**src/cgu_map.vh**
```
// register map, field positions, reset values and counts of the clock unit
// assumes 12-bit byte addressing on the register bus, 32-bit data words
`ifndef CLK_GEN_MAP_VH
`define CLK_GEN_MAP_VH
`define OFS_PLL_CTRL   12'h044
`define OFS_SYS_SEL    12'h050
`define OFS_CLK_STAT   12'h054
`define OFS_OSC_CTRL   12'h0B0
// pll control register fields
`define PC_BYP         0
`define PC_DISC        1
`define PC_N_LO        2
`define PC_N_HI        5
`define PC_K2_LO       6
`define PC_K2_HI       7
`define PC_K1          8
`define PC_P_LO        9
`define PC_P_HI        10
`define PC_LOCK        11
`define PC_RST_BYP     1'h1
`define PC_RST_DISC    1'h0
`define PC_RST_N       4'h7
`define PC_RST_K2      2'h2
`define PC_RST_K1      1'h0
`define PC_RST_P       2'h1
// p divider codes
`define P_CODE4        2'h0
`define P_CODE5        2'h1
`define P_CODE6        2'h2
`define P_CODE_BAD     2'h3
`define P_DIV4         8'h04
`define P_DIV5         8'h05
`define P_DIV6         8'h06
`define N_OFFSET       8'h01
`define K2_OFFSET      8'h02
`define K1_OFFSET      8'h01
// oscillator control register fields
`define OC_RSS_LO      0
`define OC_RSS_HI      1
`define OC_TOOLOW      2
`define OC_WDTRST      3
`define RSS_INT        2'h0
`define RSS_EXT        2'h1
`define OC_RST_RSS     2'h0
// system source select
`define SRC_PLL        2'h0
`define SRC_OSC        2'h1
`define SRC_INT        2'h2
`define SRC_LP         2'h3
`define SYS_RST_SRC    2'h2
`define SS_SRC_LO      0
`define SS_SRC_HI      1
// status register fields
`define ST_MODE_LO     0
`define ST_MODE_HI     3
`define ST_LPHOLD      4
`define ST_SRC_LO      5
`define ST_SRC_HI      6
// counts
`define LP_START_TICKS 8'h10
`define WDT_LIMIT      8'h08
`define LOCK_WIN       8'h10
`define LOCK_TOL       8'h01
`endif

```
**src/clk_div.v**
```verilog
// tick divider: passes every divisor-th input tick as a one-cycle pulse
// assumes tickIn is a one-cycle enable in the clk_sys domain
`timescale 1ns/1ps
module clk_div (
  input  wire       clk_sys,
  input  wire       rstn,
  input  wire       clr,
  input  wire       tickIn,
  input  wire [7:0] divisor,
  output reg        tickOut
);
  reg [7:0] cnt_reg;
  reg [7:0] curDiv_reg;

  // a new divisor is taken at a period boundary or on clr, which restarts the count, so no short period
  always @(posedge clk_sys or negedge rstn) begin
    if (!rstn) begin
      cnt_reg    <= 8'h00;
      curDiv_reg <= 8'h01;
      tickOut    <= 1'b0;
    end else if (clr) begin
      cnt_reg    <= 8'h00;
      curDiv_reg <= divisor;
      tickOut    <= 1'b0;
    end else if (tickIn) begin
      if (cnt_reg + 8'h01 >= curDiv_reg) begin
        cnt_reg    <= 8'h00;
        curDiv_reg <= divisor;
        tickOut    <= 1'b1;
      end else begin
        cnt_reg <= cnt_reg + 8'h01;
        tickOut <= 1'b0;
      end
    end else begin
      tickOut <= 1'b0;
    end
  end
endmodule

```
**src/lock_detect.v**
```verilog
// lock detector: compares feedback ticks against reference ticks per window
// assumes both ticks are one-cycle enables in the clk_sys domain
`include "cgu_map.vh"
`timescale 1ns/1ps
module lock_detect (
  input  wire clk_sys,
  input  wire rstn,
  input  wire clr,
  input  wire refTick,
  input  wire fbTick,
  output reg  lock
);
  reg  [7:0] winCnt_reg;
  reg  [7:0] fbCnt_reg;
  reg        bad_reg;
  wire [7:0] fbNow;
  wire       inTol;
  wire       winEnd;

  assign fbNow  = fbCnt_reg + {7'h00, fbTick};
  assign inTol  = (fbNow + `LOCK_TOL >= `LOCK_WIN) &&
                  (fbNow <= `LOCK_WIN + `LOCK_TOL);
  assign winEnd = refTick && (winCnt_reg + 8'h01 >= `LOCK_WIN);

  // one bad window alone is forgiven: small slow drift keeps lock
  always @(posedge clk_sys or negedge rstn) begin
    if (!rstn) begin
      winCnt_reg <= 8'h00;
      fbCnt_reg  <= 8'h00;
      bad_reg    <= 1'b0;
      lock       <= 1'b0;
    end else if (clr) begin
      winCnt_reg <= 8'h00;
      fbCnt_reg  <= 8'h00;
      bad_reg    <= 1'b0;
      lock       <= 1'b0;
    end else if (winEnd) begin
      winCnt_reg <= 8'h00;
      fbCnt_reg  <= 8'h00;
      bad_reg    <= ~inTol;
      if (inTol)
        lock <= 1'b1;
      else if (bad_reg)
        lock <= 1'b0;
    end else begin
      if (refTick)
        winCnt_reg <= winCnt_reg + 8'h01;
      if (fbTick && fbCnt_reg != 8'hFF)
        fbCnt_reg <= fbNow;
    end
  end
endmodule

```
**src/pll_clock_generation.v**
```verilog
// clock generation unit: pll mode control, dividers, source selection
// assumes all clocks arrive as one-cycle ticks synchronous to clk_sys
// Operation
// - system clock comes from pll, oscillator, internal oscillator or lp clock.
// - lp clock is forced by hardware after reset and wake-up, not configurable.
// - pll reference is the internal oscillator or the external oscillator.
// - bypass selects prescaler; else disconnect selects freerun, else normal.
// - prescaler skips p, n, k2; normal skips k1; freerun skips k1, ignores p.
// - normal output is reference times n over p times k2.
// - normal mode only with bypass 0, disconnect 0 and lock 1.
// - prescaler output is reference divided by k1 only.
// - prescaler with bypass 1; external reference also needs too-low 0.
// - freerun output is vco base rate divided by k2 only.
// - freerun on lost lock, too-low external in bypass, or disconnect.
// - p divider takes only the factors four, five and six.
// - n field is 4 bits, k2 field 2 bits, k1 field 1 bit.
// - switching k dividers or normal and prescaler gives no runt pulse.
// - pll sleeps by itself whenever the device is in power save.
// - internal oscillator serves as pll input after reset; rss can select the external one.
// - lock is lost on two mismatched windows in a row, or on bypass, disconnect or power save.
`include "cgu_map.vh"
`timescale 1ns/1ps
module pll_clock_generation (
  input  wire        clk_sys,
  input  wire        rstn,
  input  wire        psel,
  input  wire        penable,
  input  wire        pwrite,
  input  wire [11:0] paddr,
  input  wire [31:0] pwdata,
  output reg  [31:0] prdata,
  output reg         pready,
  output reg         pslverr,
  input  wire        oscTick,
  input  wire        intOscTick,
  input  wire        lpTick,
  input  wire        vcoTick,
  input  wire        powerSave,
  output reg         sysClkTick,
  output reg         pllTick,
  output reg         vcoRefTick,
  output reg         pllSleep
);
  localparam [3:0] MODE_PRE   = 4'b0001;
  localparam [3:0] MODE_NORM  = 4'b0010;
  localparam [3:0] MODE_FREE  = 4'b0100;
  localparam [3:0] MODE_SLEEP = 4'b1000;

  reg        bypass_reg;
  reg        disc_reg;
  reg  [3:0] nField_reg;
  reg  [1:0] k2Field_reg;
  reg        k1Field_reg;
  reg  [1:0] pCode_reg;
  reg  [1:0] rss_reg;
  reg  [1:0] sysSel_reg;
  reg  [3:0] mode_reg;
  reg  [3:0] mode_next;
  reg  [1:0] src_reg;
  reg        lpHold_reg;
  reg  [7:0] lpCnt_reg;
  reg        psPrev_reg;
  reg  [7:0] wdCnt_reg;
  reg        tooLow_reg;
  reg  [7:0] pDivisor;
  reg  [31:0] rdData;
  reg        mapped;
  reg        curTick;
  reg        pllRaw;

  wire       lock;
  wire       refTick;
  wire       refDivTick;
  wire       fbTick;
  wire       k1Tick;
  wire       k2Tick;
  wire       extRef;
  wire       accessPh;
  wire       wrEn;
  wire       wrPll;
  wire       wrOsc;
  wire       wrSel;
  wire       wdRestart;
  wire       modeSwitch;
  wire       clrK1;
  wire       clrK2;
  wire       lockClr;
  wire       wake;
  wire [1:0] srcWant;
  wire       srcSwitch;
  wire [7:0] nDivisor;
  wire [7:0] k2Divisor;
  wire [7:0] k1Divisor;

  // register bus: one wait state, write lands on the edge with pready high
  assign accessPh = psel & penable;
  assign wrEn     = accessPh & pready & pwrite & mapped;
  assign wrPll    = wrEn & (paddr == `OFS_PLL_CTRL);
  assign wrOsc    = wrEn & (paddr == `OFS_OSC_CTRL);
  assign wrSel    = wrEn & (paddr == `OFS_SYS_SEL);
  assign wdRestart = wrOsc & pwdata[`OC_WDTRST];

  always @* begin
    rdData = 32'h0000_0000;
    mapped = 1'b1;
    case (paddr)
      `OFS_PLL_CTRL: begin
        rdData[`PC_BYP]              = bypass_reg;
        rdData[`PC_DISC]             = disc_reg;
        rdData[`PC_N_HI:`PC_N_LO]    = nField_reg;
        rdData[`PC_K2_HI:`PC_K2_LO]  = k2Field_reg;
        rdData[`PC_K1]               = k1Field_reg;
        rdData[`PC_P_HI:`PC_P_LO]    = pCode_reg;
        rdData[`PC_LOCK]             = lock;
      end
      `OFS_OSC_CTRL: begin
        rdData[`OC_RSS_HI:`OC_RSS_LO] = rss_reg;
        rdData[`OC_TOOLOW]            = tooLow_reg;
      end
      `OFS_SYS_SEL: begin
        rdData[`SS_SRC_HI:`SS_SRC_LO] = sysSel_reg;
      end
      `OFS_CLK_STAT: begin
        rdData[`ST_MODE_HI:`ST_MODE_LO] = mode_reg;
        rdData[`ST_LPHOLD]              = lpHold_reg;
        rdData[`ST_SRC_HI:`ST_SRC_LO]   = src_reg;
      end
      default: begin
        mapped = 1'b0;
      end
    endcase
  end

  always @(posedge clk_sys or negedge rstn) begin
    if (!rstn) begin
      pready  <= 1'b0;
      pslverr <= 1'b0;
      prdata  <= 32'h0000_0000;
    end else begin
      pready  <= accessPh & ~pready;
      pslverr <= accessPh & ~pready & ~mapped;
      if (accessPh & ~pready)
        prdata <= pwrite ? 32'h0000_0000 : rdData;
    end
  end

  // software-visible control; lock and too-low have no write path
  always @(posedge clk_sys or negedge rstn) begin
    if (!rstn) begin
      bypass_reg  <= `PC_RST_BYP;
      disc_reg    <= `PC_RST_DISC;
      nField_reg  <= `PC_RST_N;
      k2Field_reg <= `PC_RST_K2;
      k1Field_reg <= `PC_RST_K1;
      pCode_reg   <= `PC_RST_P;
      rss_reg     <= `OC_RST_RSS;
      sysSel_reg  <= `SYS_RST_SRC;
    end else begin
      if (wrPll) begin
        bypass_reg  <= pwdata[`PC_BYP];
        disc_reg    <= pwdata[`PC_DISC];
        nField_reg  <= pwdata[`PC_N_HI:`PC_N_LO];
        k2Field_reg <= pwdata[`PC_K2_HI:`PC_K2_LO];
        k1Field_reg <= pwdata[`PC_K1];
        // the unused p code is dropped, the old factor stays
        if (pwdata[`PC_P_HI:`PC_P_LO] != `P_CODE_BAD)
          pCode_reg <= pwdata[`PC_P_HI:`PC_P_LO];
      end
      // only internal or external reference codes are accepted
      if (wrOsc && !pwdata[`OC_RSS_HI])
        rss_reg <= pwdata[`OC_RSS_HI:`OC_RSS_LO];
      if (wrSel)
        sysSel_reg <= pwdata[`SS_SRC_HI:`SS_SRC_LO];
    end
  end

  // reference path and divisor decode
  assign extRef  = (rss_reg == `RSS_EXT);
  assign refTick = extRef ? oscTick : intOscTick;

  always @* begin
    case (pCode_reg)
      `P_CODE4: pDivisor = `P_DIV4;
      `P_CODE5: pDivisor = `P_DIV5;
      `P_CODE6: pDivisor = `P_DIV6;
      default:  pDivisor = `P_DIV5;
    endcase
  end

  assign nDivisor  = {4'h0, nField_reg} + `N_OFFSET;
  assign k2Divisor = {6'h00, k2Field_reg} + `K2_OFFSET;
  assign k1Divisor = {7'h00, k1Field_reg} + `K1_OFFSET;

  // oscillator watchdog: internal ticks counted between external ticks
  always @(posedge clk_sys or negedge rstn) begin
    if (!rstn) begin
      wdCnt_reg  <= 8'h00;
      tooLow_reg <= 1'b0;
    end else if (wdRestart) begin
      wdCnt_reg  <= 8'h00;
      // a limit reached in this very cycle wins over the restart
      tooLow_reg <= (wdCnt_reg >= `WDT_LIMIT) && !tooLow_reg;
    end else if (oscTick) begin
      wdCnt_reg  <= 8'h00;
      tooLow_reg <= (wdCnt_reg >= `WDT_LIMIT);
    end else if (intOscTick && wdCnt_reg < `WDT_LIMIT) begin
      wdCnt_reg <= wdCnt_reg + 8'h01;
    end else if (wdCnt_reg >= `WDT_LIMIT) begin
      tooLow_reg <= 1'b1;
    end
  end

  // mode decode from power save, bypass, disconnect, lock and too-low
  always @* begin
    if (powerSave)
      mode_next = MODE_SLEEP;
    else if (bypass_reg)
      mode_next = (extRef && tooLow_reg) ? MODE_FREE
                                         : MODE_PRE;
    else if (!disc_reg && lock)
      mode_next = MODE_NORM;
    else
      mode_next = MODE_FREE;
  end

  // mode changes at an output period boundary, or at once into or out of sleep, so no runt
  // a dead external reference gives no boundary, its output is idle
  assign modeSwitch = (mode_reg != mode_next) &&
                      (pllRaw || mode_reg == MODE_SLEEP ||
                       mode_next == MODE_SLEEP ||
                       (mode_reg == MODE_PRE && extRef && tooLow_reg));
  assign clrK1   = modeSwitch && (mode_next == MODE_PRE);
  assign clrK2   = modeSwitch && (mode_reg == MODE_PRE ||
                                  mode_reg == MODE_SLEEP);
  assign lockClr = bypass_reg | disc_reg | powerSave;

  always @(posedge clk_sys or negedge rstn) begin
    if (!rstn)
      mode_reg <= MODE_PRE;
    else if (modeSwitch)
      mode_reg <= mode_next;
  end

  always @* begin
    case (mode_reg)
      MODE_PRE:   pllRaw = k1Tick;
      MODE_NORM:  pllRaw = k2Tick;
      MODE_FREE:  pllRaw = k2Tick;
      MODE_SLEEP: pllRaw = 1'b0;
      default:    pllRaw = 1'b0;
    endcase
  end

  clk_div u_pDiv (
    .clk_sys (clk_sys),
    .rstn    (rstn),
    .clr     (1'b0),
    .tickIn  (refTick),
    .divisor (pDivisor),
    .tickOut (refDivTick)
  );

  clk_div u_feedback_divider_field (
    .clk_sys (clk_sys),
    .rstn    (rstn),
    .clr     (lockClr),
    .tickIn  (vcoTick),
    .divisor (nDivisor),
    .tickOut (fbTick)
  );

  clk_div u_output_divider_field (
    .clk_sys (clk_sys),
    .rstn    (rstn),
    .clr     (clrK2),
    .tickIn  (vcoTick),
    .divisor (k2Divisor),
    .tickOut (k2Tick)
  );

  clk_div u_prescale_divider_field (
    .clk_sys (clk_sys),
    .rstn    (rstn),
    .clr     (clrK1),
    .tickIn  (refTick),
    .divisor (k1Divisor),
    .tickOut (k1Tick)
  );

  lock_detect u_lock (
    .clk_sys (clk_sys),
    .rstn    (rstn),
    .clr     (lockClr),
    .refTick (refDivTick),
    .fbTick  (fbTick),
    .lock    (lock)
  );

  // pll-facing outputs; disconnect cuts the reference to the vco
  always @(posedge clk_sys or negedge rstn) begin
    if (!rstn) begin
      pllTick    <= 1'b0;
      vcoRefTick <= 1'b0;
      pllSleep   <= 1'b0;
    end else begin
      pllTick    <= pllRaw;
      vcoRefTick <= refDivTick & ~disc_reg & ~powerSave;
      pllSleep   <= powerSave;
    end
  end

  // lp clock hold after reset and across wake-up, no software say
  assign wake = psPrev_reg & ~powerSave;

  always @(posedge clk_sys or negedge rstn) begin
    if (!rstn) begin
      lpHold_reg <= 1'b1;
      lpCnt_reg  <= 8'h00;
      psPrev_reg <= 1'b0;
    end else begin
      psPrev_reg <= powerSave;
      if (powerSave || wake) begin
        lpHold_reg <= 1'b1;
        lpCnt_reg  <= 8'h00;
      end else if (lpHold_reg && lpTick) begin
        if (lpCnt_reg + 8'h01 >= `LP_START_TICKS)
          lpHold_reg <= 1'b0;
        lpCnt_reg <= lpCnt_reg + 8'h01;
      end
    end
  end

  // source mux; a dead external oscillator may be left without a boundary
  assign srcWant   = lpHold_reg ? `SRC_LP : sysSel_reg;
  assign srcSwitch = (src_reg != srcWant) &&
                     (curTick || (src_reg == `SRC_OSC && tooLow_reg));

  always @* begin
    case (src_reg)
      `SRC_PLL: curTick = pllRaw;
      `SRC_OSC: curTick = oscTick;
      `SRC_INT: curTick = intOscTick;
      `SRC_LP:  curTick = lpTick;
      default:  curTick = lpTick;
    endcase
  end

  always @(posedge clk_sys or negedge rstn) begin
    if (!rstn) begin
      src_reg    <= `SRC_LP;
      sysClkTick <= 1'b0;
    end else begin
      if (srcSwitch)
        src_reg <= srcWant;
      sysClkTick <= curTick;
    end
  end
endmodule

```
**config.mk**
```make
export PLATFORM = sky130hd
export DESIGN_NAME = pll_clock_generation
export DESIGN_NICKNAME = d
export VERILOG_FILES = /design/src/clk_div.v /design/src/lock_detect.v /design/src/pll_clock_generation.v
export VERILOG_INCLUDE_DIRS = /design/src
export SDC_FILE = /design/constraint.sdc
export NUM_CORES = 1
export LEC_CHECK = 0
export BUFFER_PORTS_ARGS = -buffer_cell sky130_fd_sc_hd__buf_4
export CORE_ASPECT_RATIO = 0.5
export CORE_MARGIN = 2
export CORE_UTILIZATION = 60
export CTS_BUF_LIST = sky130_fd_sc_hd__clkbuf_4
export CTS_CLUSTER_SIZE = 14
export DETAILED_ROUTE_END_ITERATION = 8
export PLACE_DENSITY = 0.83
export SLEW_MARGIN = 20
export SYNTH_ARGS = -nofsm -noshare
export SYNTH_HDL_FRONTEND = slang
export SYNTH_SLANG_ARGS = --single-unit
```
**constraint.sdc**
```tcl
create_clock -name clk_sys -period 2.75 [get_ports clk_sys]
set_input_delay 0.1375 -clock clk_sys [delete_from_list [all_inputs] [get_ports clk_sys]]
set_output_delay 0.1375 -clock clk_sys [all_outputs]
set_load 0.02 [all_outputs]
```
==> Word-level counts from Yosys, hierarchy flattened <==
Cells that the tools add are included.
W data, S select, Z words.
{ "totals": {"reg_bits": 163, "input_bits": 54, "output_inout_bits": 38, "wordCells": 219} }
{ "classes": {"addsub": 12, "n_lt_le_gt_ge": 10, "eq_ne": 20, "n_mux": 69, "bitwise": 20, "reduce_logical": 51} }
{ "op_table": {"columns": ["operator", "count"], "rows": [
  ["$mux W8", 30],
  ["$add A8 B1 Y8 const B", 8],
  ["$eq A12 B7 Y1 const B", 3],
  ["$ge A8 B8 Y1", 4],
  ["$mux W1", 26],
  ["$ge A8 B5 Y1 const B", 3],
  ["$reduce_bool A2 Y1", 9],
  ["$logic_and A1 B1 Y1", 16],
  ["$reduce_and A2 Y1", 8],
  ["$reduce_bool A3 Y1", 5],
  ["$and A1 B1 Y1", 13],
  ["$eq A12 B8 Y1 const B", 1],
  ["$mux W12", 1],
  ["$mux W3", 3],
  ["$add A8 B1 Y8", 1],
  ["$eq A4 B1 Y1 const B", 2],
  ["$eq A4 B4 Y1 const B", 2],
  ["$ge A8 B4 Y1 const B", 1],
  ["$le A8 B5 Y1 const B", 1],
  ["$lt A8 B4 Y1 const B", 1],
  ["$ne A8 B8 Y1 const B", 1],
  ["$pmux W2 S4", 1],
  ["$pmux W4 S2", 1],
  ["$eq A2 B2 Y1 const B", 3],
  ["24 further kinds", 38]
]} }

==> Longest topological paths before layout <==
{ "logic_depth": {"ltp_word": 12, "ltp_mapped": 8, "ltp_nobuf": 8} }

==> Hierarchy <==
From an unflattened synthesis, not the netlist that was laid out.
{ "unflattened": {"hier_cells": 778, "hier_area_um2": 8175.3} }
{ "modules_own_cells": {"columns": ["mod", "n_inst", "cells_each", "area_per_inst_um2", "seq_area_each_um2"], "rows": [
  ["clk_div", 4, 96, 1022.2, 426.7],
  ["pll_clock_generation", 1, 287, 3052.9, 1440.1],
  ["lock_detect", 1, 107, 1033.5, 450.4]
]} }

==> Worst setup path after synthesis <==
Ideal clock, no wire load.
{ "synth_path": {"path_kind": "flip-flop to flip-flop", "from": "register u_feedback_divider_field.cnt_reg[0]", "to": "register u_feedback_divider_field.curDiv_reg[1]", "setup_ps": 125, "arrival_time_ps": 2192, "t_required_ps": 2625, "slack_ps": 433, "path_stages_with_launch": 8, "path_buffers": 0, "period_less_slack_ps": 2317, "path_cell_list": "dfrtp_1 ha_1 ha_1 a21o_1 a211oi_1 o21ai_1 a21oi_2 mux2_2"} }
{ "synth_via": {"elab_chain_len": 4} }
{ "synth_rtl": {"columns": ["element", "line_no", "rtl"], "rows": [
  ["from (decl)", "clk_div.v:12", "reg [7:0] cnt_reg;"],
  ["from (signal assigned)", "clk_div.v:31", "cnt_reg <= cnt_reg + 8'h01;"],
  ["$add A8 B1 Y8", "clk_div.v:26", "if (cnt_reg + 8'h01 >= curDiv_reg) begin"],
  ["$ge A8 B8 Y1", "clk_div.v:26", null],
  ["$reduce_bool A2 Y1 (no line)", null, null],
  ["$reduce_and A2 Y1 (no line)", null, null],
  ["to (signal assigned)", "clk_div.v:23", "curDiv_reg <= divisor;"],
  ["to (signal assigned)", "clk_div.v:28", "curDiv_reg <= divisor;"],
  ["to (decl)", "clk_div.v:13", "reg [7:0] curDiv_reg;"]
]} }
Every way passes these cells.
A chain may end at the register's enable or synchronous reset.

==> Final worst setup path <==
{ "layout_path": {"from": "register u_lock.fbCnt_reg[0]", "to": "register u_lock.bad_reg"} }
{ "layout_via": {"elab_chain_len": 7, "word_cells_on_any_way": 8, "classes_between": "add/sub: 2; order compare: 2; mux: 2; bitwise: 1; reduce/logical: 1"} }
{ "layout_rtl": {"columns": ["element", "line_no", "rtl"], "rows": [
  ["from (decl)", "lock_detect.v:14", "reg [7:0] fbCnt_reg;"],
  ["from (signal assigned)", "lock_detect.v:49", "fbCnt_reg <= fbNow;"],
  ["$add A8 B1 Y8 *", "lock_detect.v:20", "assign fbNow = fbCnt_reg + {7'h00, fbTick};"],
  ["$add A8 B1 Y8 (no line)", null, null],
  ["$ge A8 B5 Y1 (no line)", null, null],
  ["$logic_and A1 B1 Y1 *", "lock_detect.v:21", "assign inTol = (fbNow + `LOCK_TOL >= `LOCK_WIN) &&"],
  ["$not A1 Y1 *", "lock_detect.v:40", "bad_reg <= ~inTol;"],
  ["$mux W1 *", "lock_detect.v:37", "end else if (winEnd) begin"],
  ["$mux W1 *", "lock_detect.v:32", "end else if (clr) begin"],
  ["to (signal assigned)", "lock_detect.v:40", null],
  ["to (decl)", "lock_detect.v:15", "reg bad_reg;"]
]} }
Mark *: on every way between the ends. The rest lies on a longest branch, timed or not. The select of a mux whose other input is x is not followed.

==> out/results.ini <==
[outcome]
outcome=finished clean

[global_routing]
via_count_of_the_first_global_routing_pass=4948
global_route.usage.total_pct=26.1
number_of_antenna_violations_at_the_first_check_in_global_routing=0
grt_first_pass_wirelength_um=23800
global_route.peak_usage_layer=met2
global_route.overflow_total=0
grt_max_degree=65
global_route.usage.met2_pct=42.2
global_route.usage.met1_pct=35.7
grt_use_met3_pct=5.60

[synthesis]
synth_simple_gate_area_share_pct=21.6
syn-mean-instance-area_um2=9.92
synth_top_cells_by_area=sky130_fd_sc_hd__dfrtp_1, sky130_fd_sc_hd__dfstp_2, sky130_fd_sc_hd__ha_1, sky130_fd_sc_hd__nand2_1, sky130_fd_sc_hd__nor2_1
netlist.area_leader.share_pct=42.4
yosys.cell_types.count=71
portion_of_netlist_area_occupied_by_mux_cells_pct=4.73
async_reset_ff_share_pct=100
most_used_dff_post_synth=sky130_fd_sc_hd__dfrtp_1
number_of_enable_type_register_cells_in_the_synthesized_netlist=0
mappedNetlistArea_um2=6430
synth_largest_area_cell=sky130_fd_sc_hd__dfrtp_1
synth.ff_latch_count=124
synth_compound_gate_area_share_pct=11.7
synth_xor_xnor_area_share_pct=3.54
adder_and_majority_cell_fraction_of_the_synthesized_area_pct=4.67
synth_top_family_by_area=simple AND/OR/NAND/NOR gates
ys_warn_count=0
netlist_instances=648
yosysSeqAreaShare_pct=48.5

[hold_path]
worst_hold_path.num_cells=4
worstHoldEndpoint=prdata[6]
worst_hold_path_type=primary input to flip-flop
min_from=penable

[floorplanning]
floorplan.core_area_um2=10300
initial_core_util_pct=62.4
fp.dieH_um=77.2
area_of_the_die_um2=11600
ios=92
placement_rows=26
chipWidth_um=150

[worst_setup_path]
r2r-start=u_lock.fbCnt_reg[0]
end_kind=flip-flop
timing.critical_path.slowest_stage_cell=sky130_fd_sc_hd__a2111oi_0
crit_path_cell_trace=ha_1 > nand2_1 > o31ai_1 > a222oi_1 > a2111oi_0 > nand4_1 > nor3b_1
ff2ff_path_depth=7
cp_max_fo=8
worst-endpoint-arrival_ns=2.84
reg2reg_to=u_lock.bad_reg
reg2reg_setup_slack_ns=0.29
timing.critical_path.buf_inv=0
required_ns=3.13
timing.critical_path.max_delay_family=compound AO/OA/AOI/OAI gates
setup.worst_path.class=flip-flop to flip-flop
slowest_delay_ns=0.52
start_kind=flip-flop

[clock_tree]
clock_insertion_delay_worst_skew_ns=0.53
buffer_cell_driving_the_clock_tree_root=sky130_fd_sc_hd__clkbuf_4
cts_made_buffers=17
clk_pin_slew_ns=0.12
clock_tree_from_tritoncts=built
tritoncts_num_sinks=124
htreeDepth=4
clockBufferDepth=2
post_cts_resized=0

[routing]
detail-route-antenna-nets=0
drt-total-wl_um=14000
drc=0
drt_pass1_iterations=5
initial_detailed_routing_violation_count=369
dr_total_vias=5025
wire_per_inst_um=16.0
avgViaCountPerCell=5.73

[power]
pwr_density_cell_nw_per_um2=529
seqPwrFrac_pct=51.5
p_sw_share_pct=29.0
power.net_switching_w=0.00113
p_int_w=0.00277
post-layout-total-power_w=0.00390
clock_share_of_power_pct=32.3
total_leakage_power_nw=3.58
p_comb_share_pct=16.3
ir_drop_mv=0.349

[layout]
stdcell_count=877
share_of_cells_above_drive_strength_1_pct=17.5
synthToLayoutAreaGrowth_pct=14.6
largest-register=prdata
mostFrequentLayoutCells=sky130_fd_sc_hd__dfrtp_1, sky130_fd_sc_hd__nand2_1, sky130_fd_sc_hd__buf_4
largest_register_ff_count=12
final_common_cell=sky130_fd_sc_hd__dfrtp_1
nets=802
antenna_cells=0

[placed_design]
detailedPlacementHpwl_um=9740
portBuffers=50
globalplace.congestion=0.861
place.detailed.instances=825
dp_worst_setup_slack_ns=0.402

[timing]
period_minus_slack_ns=2.46
worst_slew_pin_slew_ns=0.631
finalClockSkew_ns=0.0266
setup_slack_ns=0.288
count_of_final_hold_check_violations=0
setup-violations-final=0
totalNegativeSetupSlack_ns=0
fmax_mhz=406
max_slew_margin_pct=57.8
layout_worst_path_cycle_share_pct=89.5
grt_setup_unrepaired=false
maxSlewViolCount=0

[job]
drv.max_cap_violation_count=0

-- kinds of logic (layout without fill, tap and decap cells) --
logic type | count (synthesis) | count (layout)
AOI/OAI and AO/OA | 106 | 106
muxes | 28 | 28
and+or+nand+nor | 272 | 272
adders and majority gates | 24 | 24
other | 1 | 20
xor gates and xnor gates | 26 | 26
DFF | 124 | 124
buffers and inverters | 67 | 137
-- per-layer routing --
metal / part of all wire (%) / up-vias
li1: - / 2399
met4: 1.6 / 0
met5: 0 / -
met1: 45 / 2476
met3: 4.8 / 23
met2: 49 / 127
-- worst register-to-register path, stage by stage, from the launching register on --
cell	delay, ns
sky130_fd_sc_hd__dfrtp_1	0.42
sky130_fd_sc_hd__ha_1	0.31
sky130_fd_sc_hd__nand2_1	0.24
sky130_fd_sc_hd__o31ai_1	0.28
sky130_fd_sc_hd__a222oi_1	0.11
sky130_fd_sc_hd__a2111oi_0	0.52
sky130_fd_sc_hd__nand4_1	0.24
sky130_fd_sc_hd__nor3b_1	0.21
-- layout make-up --
cell class | count | area (µm²)
tap | 140 | 175
inverter | 26 | 97.6
timing repair buffer | 79 | 656
fill | 736 | 2950
clock buffer | 23 | 173
clock inverter | 9 | 97.6
multi-input combinational | 476 | 3050
sequential | 124 | 3120
-- Yosys cell counts (11+ instances only) --
library cell and n:
sky130_fd_sc_hd__clkbuf_1 17, sky130_fd_sc_hd__and3_1 13, sky130_fd_sc_hd__mux2i_1 15, sky130_fd_sc_hd__xor2_1 13
sky130_fd_sc_hd__nand2_1 78, sky130_fd_sc_hd__buf_4 21, sky130_fd_sc_hd__ha_1 24, sky130_fd_sc_hd__nor2_1 51
sky130_fd_sc_hd__a21oi_1 24, sky130_fd_sc_hd__dfstp_2 15, sky130_fd_sc_hd__inv_1 26, sky130_fd_sc_hd__and2_1 28
sky130_fd_sc_hd__dfrtp_1 109, sky130_fd_sc_hd__xnor2_1 13, sky130_fd_sc_hd__o21ai_0 19, sky130_fd_sc_hd__nand3_1 26
sky130_fd_sc_hd__mux2_2 11, sky130_fd_sc_hd__nor3_1 12
-- power by group through the flow --
stage               Combinational [W]  Sequential (W)  Clock, W
finish                       0.000634         0.00201   0.00126
global route                 0.000715         0.00202   0.00135
CTS                          0.000634         0.00200   0.00127
detailed placement           0.000608         0.00203         0
global placement             0.000581         0.00203         0
floorplan                    0.000450         0.00201         0
-- how the worst max path moves through the flow --
stage                                         from  depth (start not counted)                                endpoint  slack, ns
5_1_grt                        u_lock.fbCnt_reg[0]                          7                          u_lock.bad_reg       0.14
6_report                       u_lock.fbCnt_reg[0]                          7                          u_lock.bad_reg       0.29
4_1_cts                        u_lock.fbCnt_reg[0]                          7                          u_lock.bad_reg       0.35
3_3_place_gp   u_feedback_divider_field.cnt_reg[0]                          7     u_feedback_divider_field.cnt_reg[2]       0.42
3_5_place_dp   u_feedback_divider_field.cnt_reg[0]                          7     u_feedback_divider_field.cnt_reg[2]       0.40
2_1_floorplan  u_feedback_divider_field.cnt_reg[0]                          7  u_feedback_divider_field.curDiv_reg[1]       0.43
-- what timing repair did --
item,4_1_cts,5_1_grt
buffers inserted,0,0
hold endpoints to repair,77,0
hold buffers,20,0
-- metrics by stage --
stage          instance area [µm²]  util (%)  hold WS [ns]
2_1_floorplan                 6500         -        -0.158
3_3_place_gp                  6900      66.9         0.135
3_5_place_dp                  6900      66.9         0.141
4_1_cts                       7370      71.4        0.0390
5_1_grt                       7370      71.4        0.0693
6_report                      7370      71.4        0.0606
(Power assumes the default switching activity.)
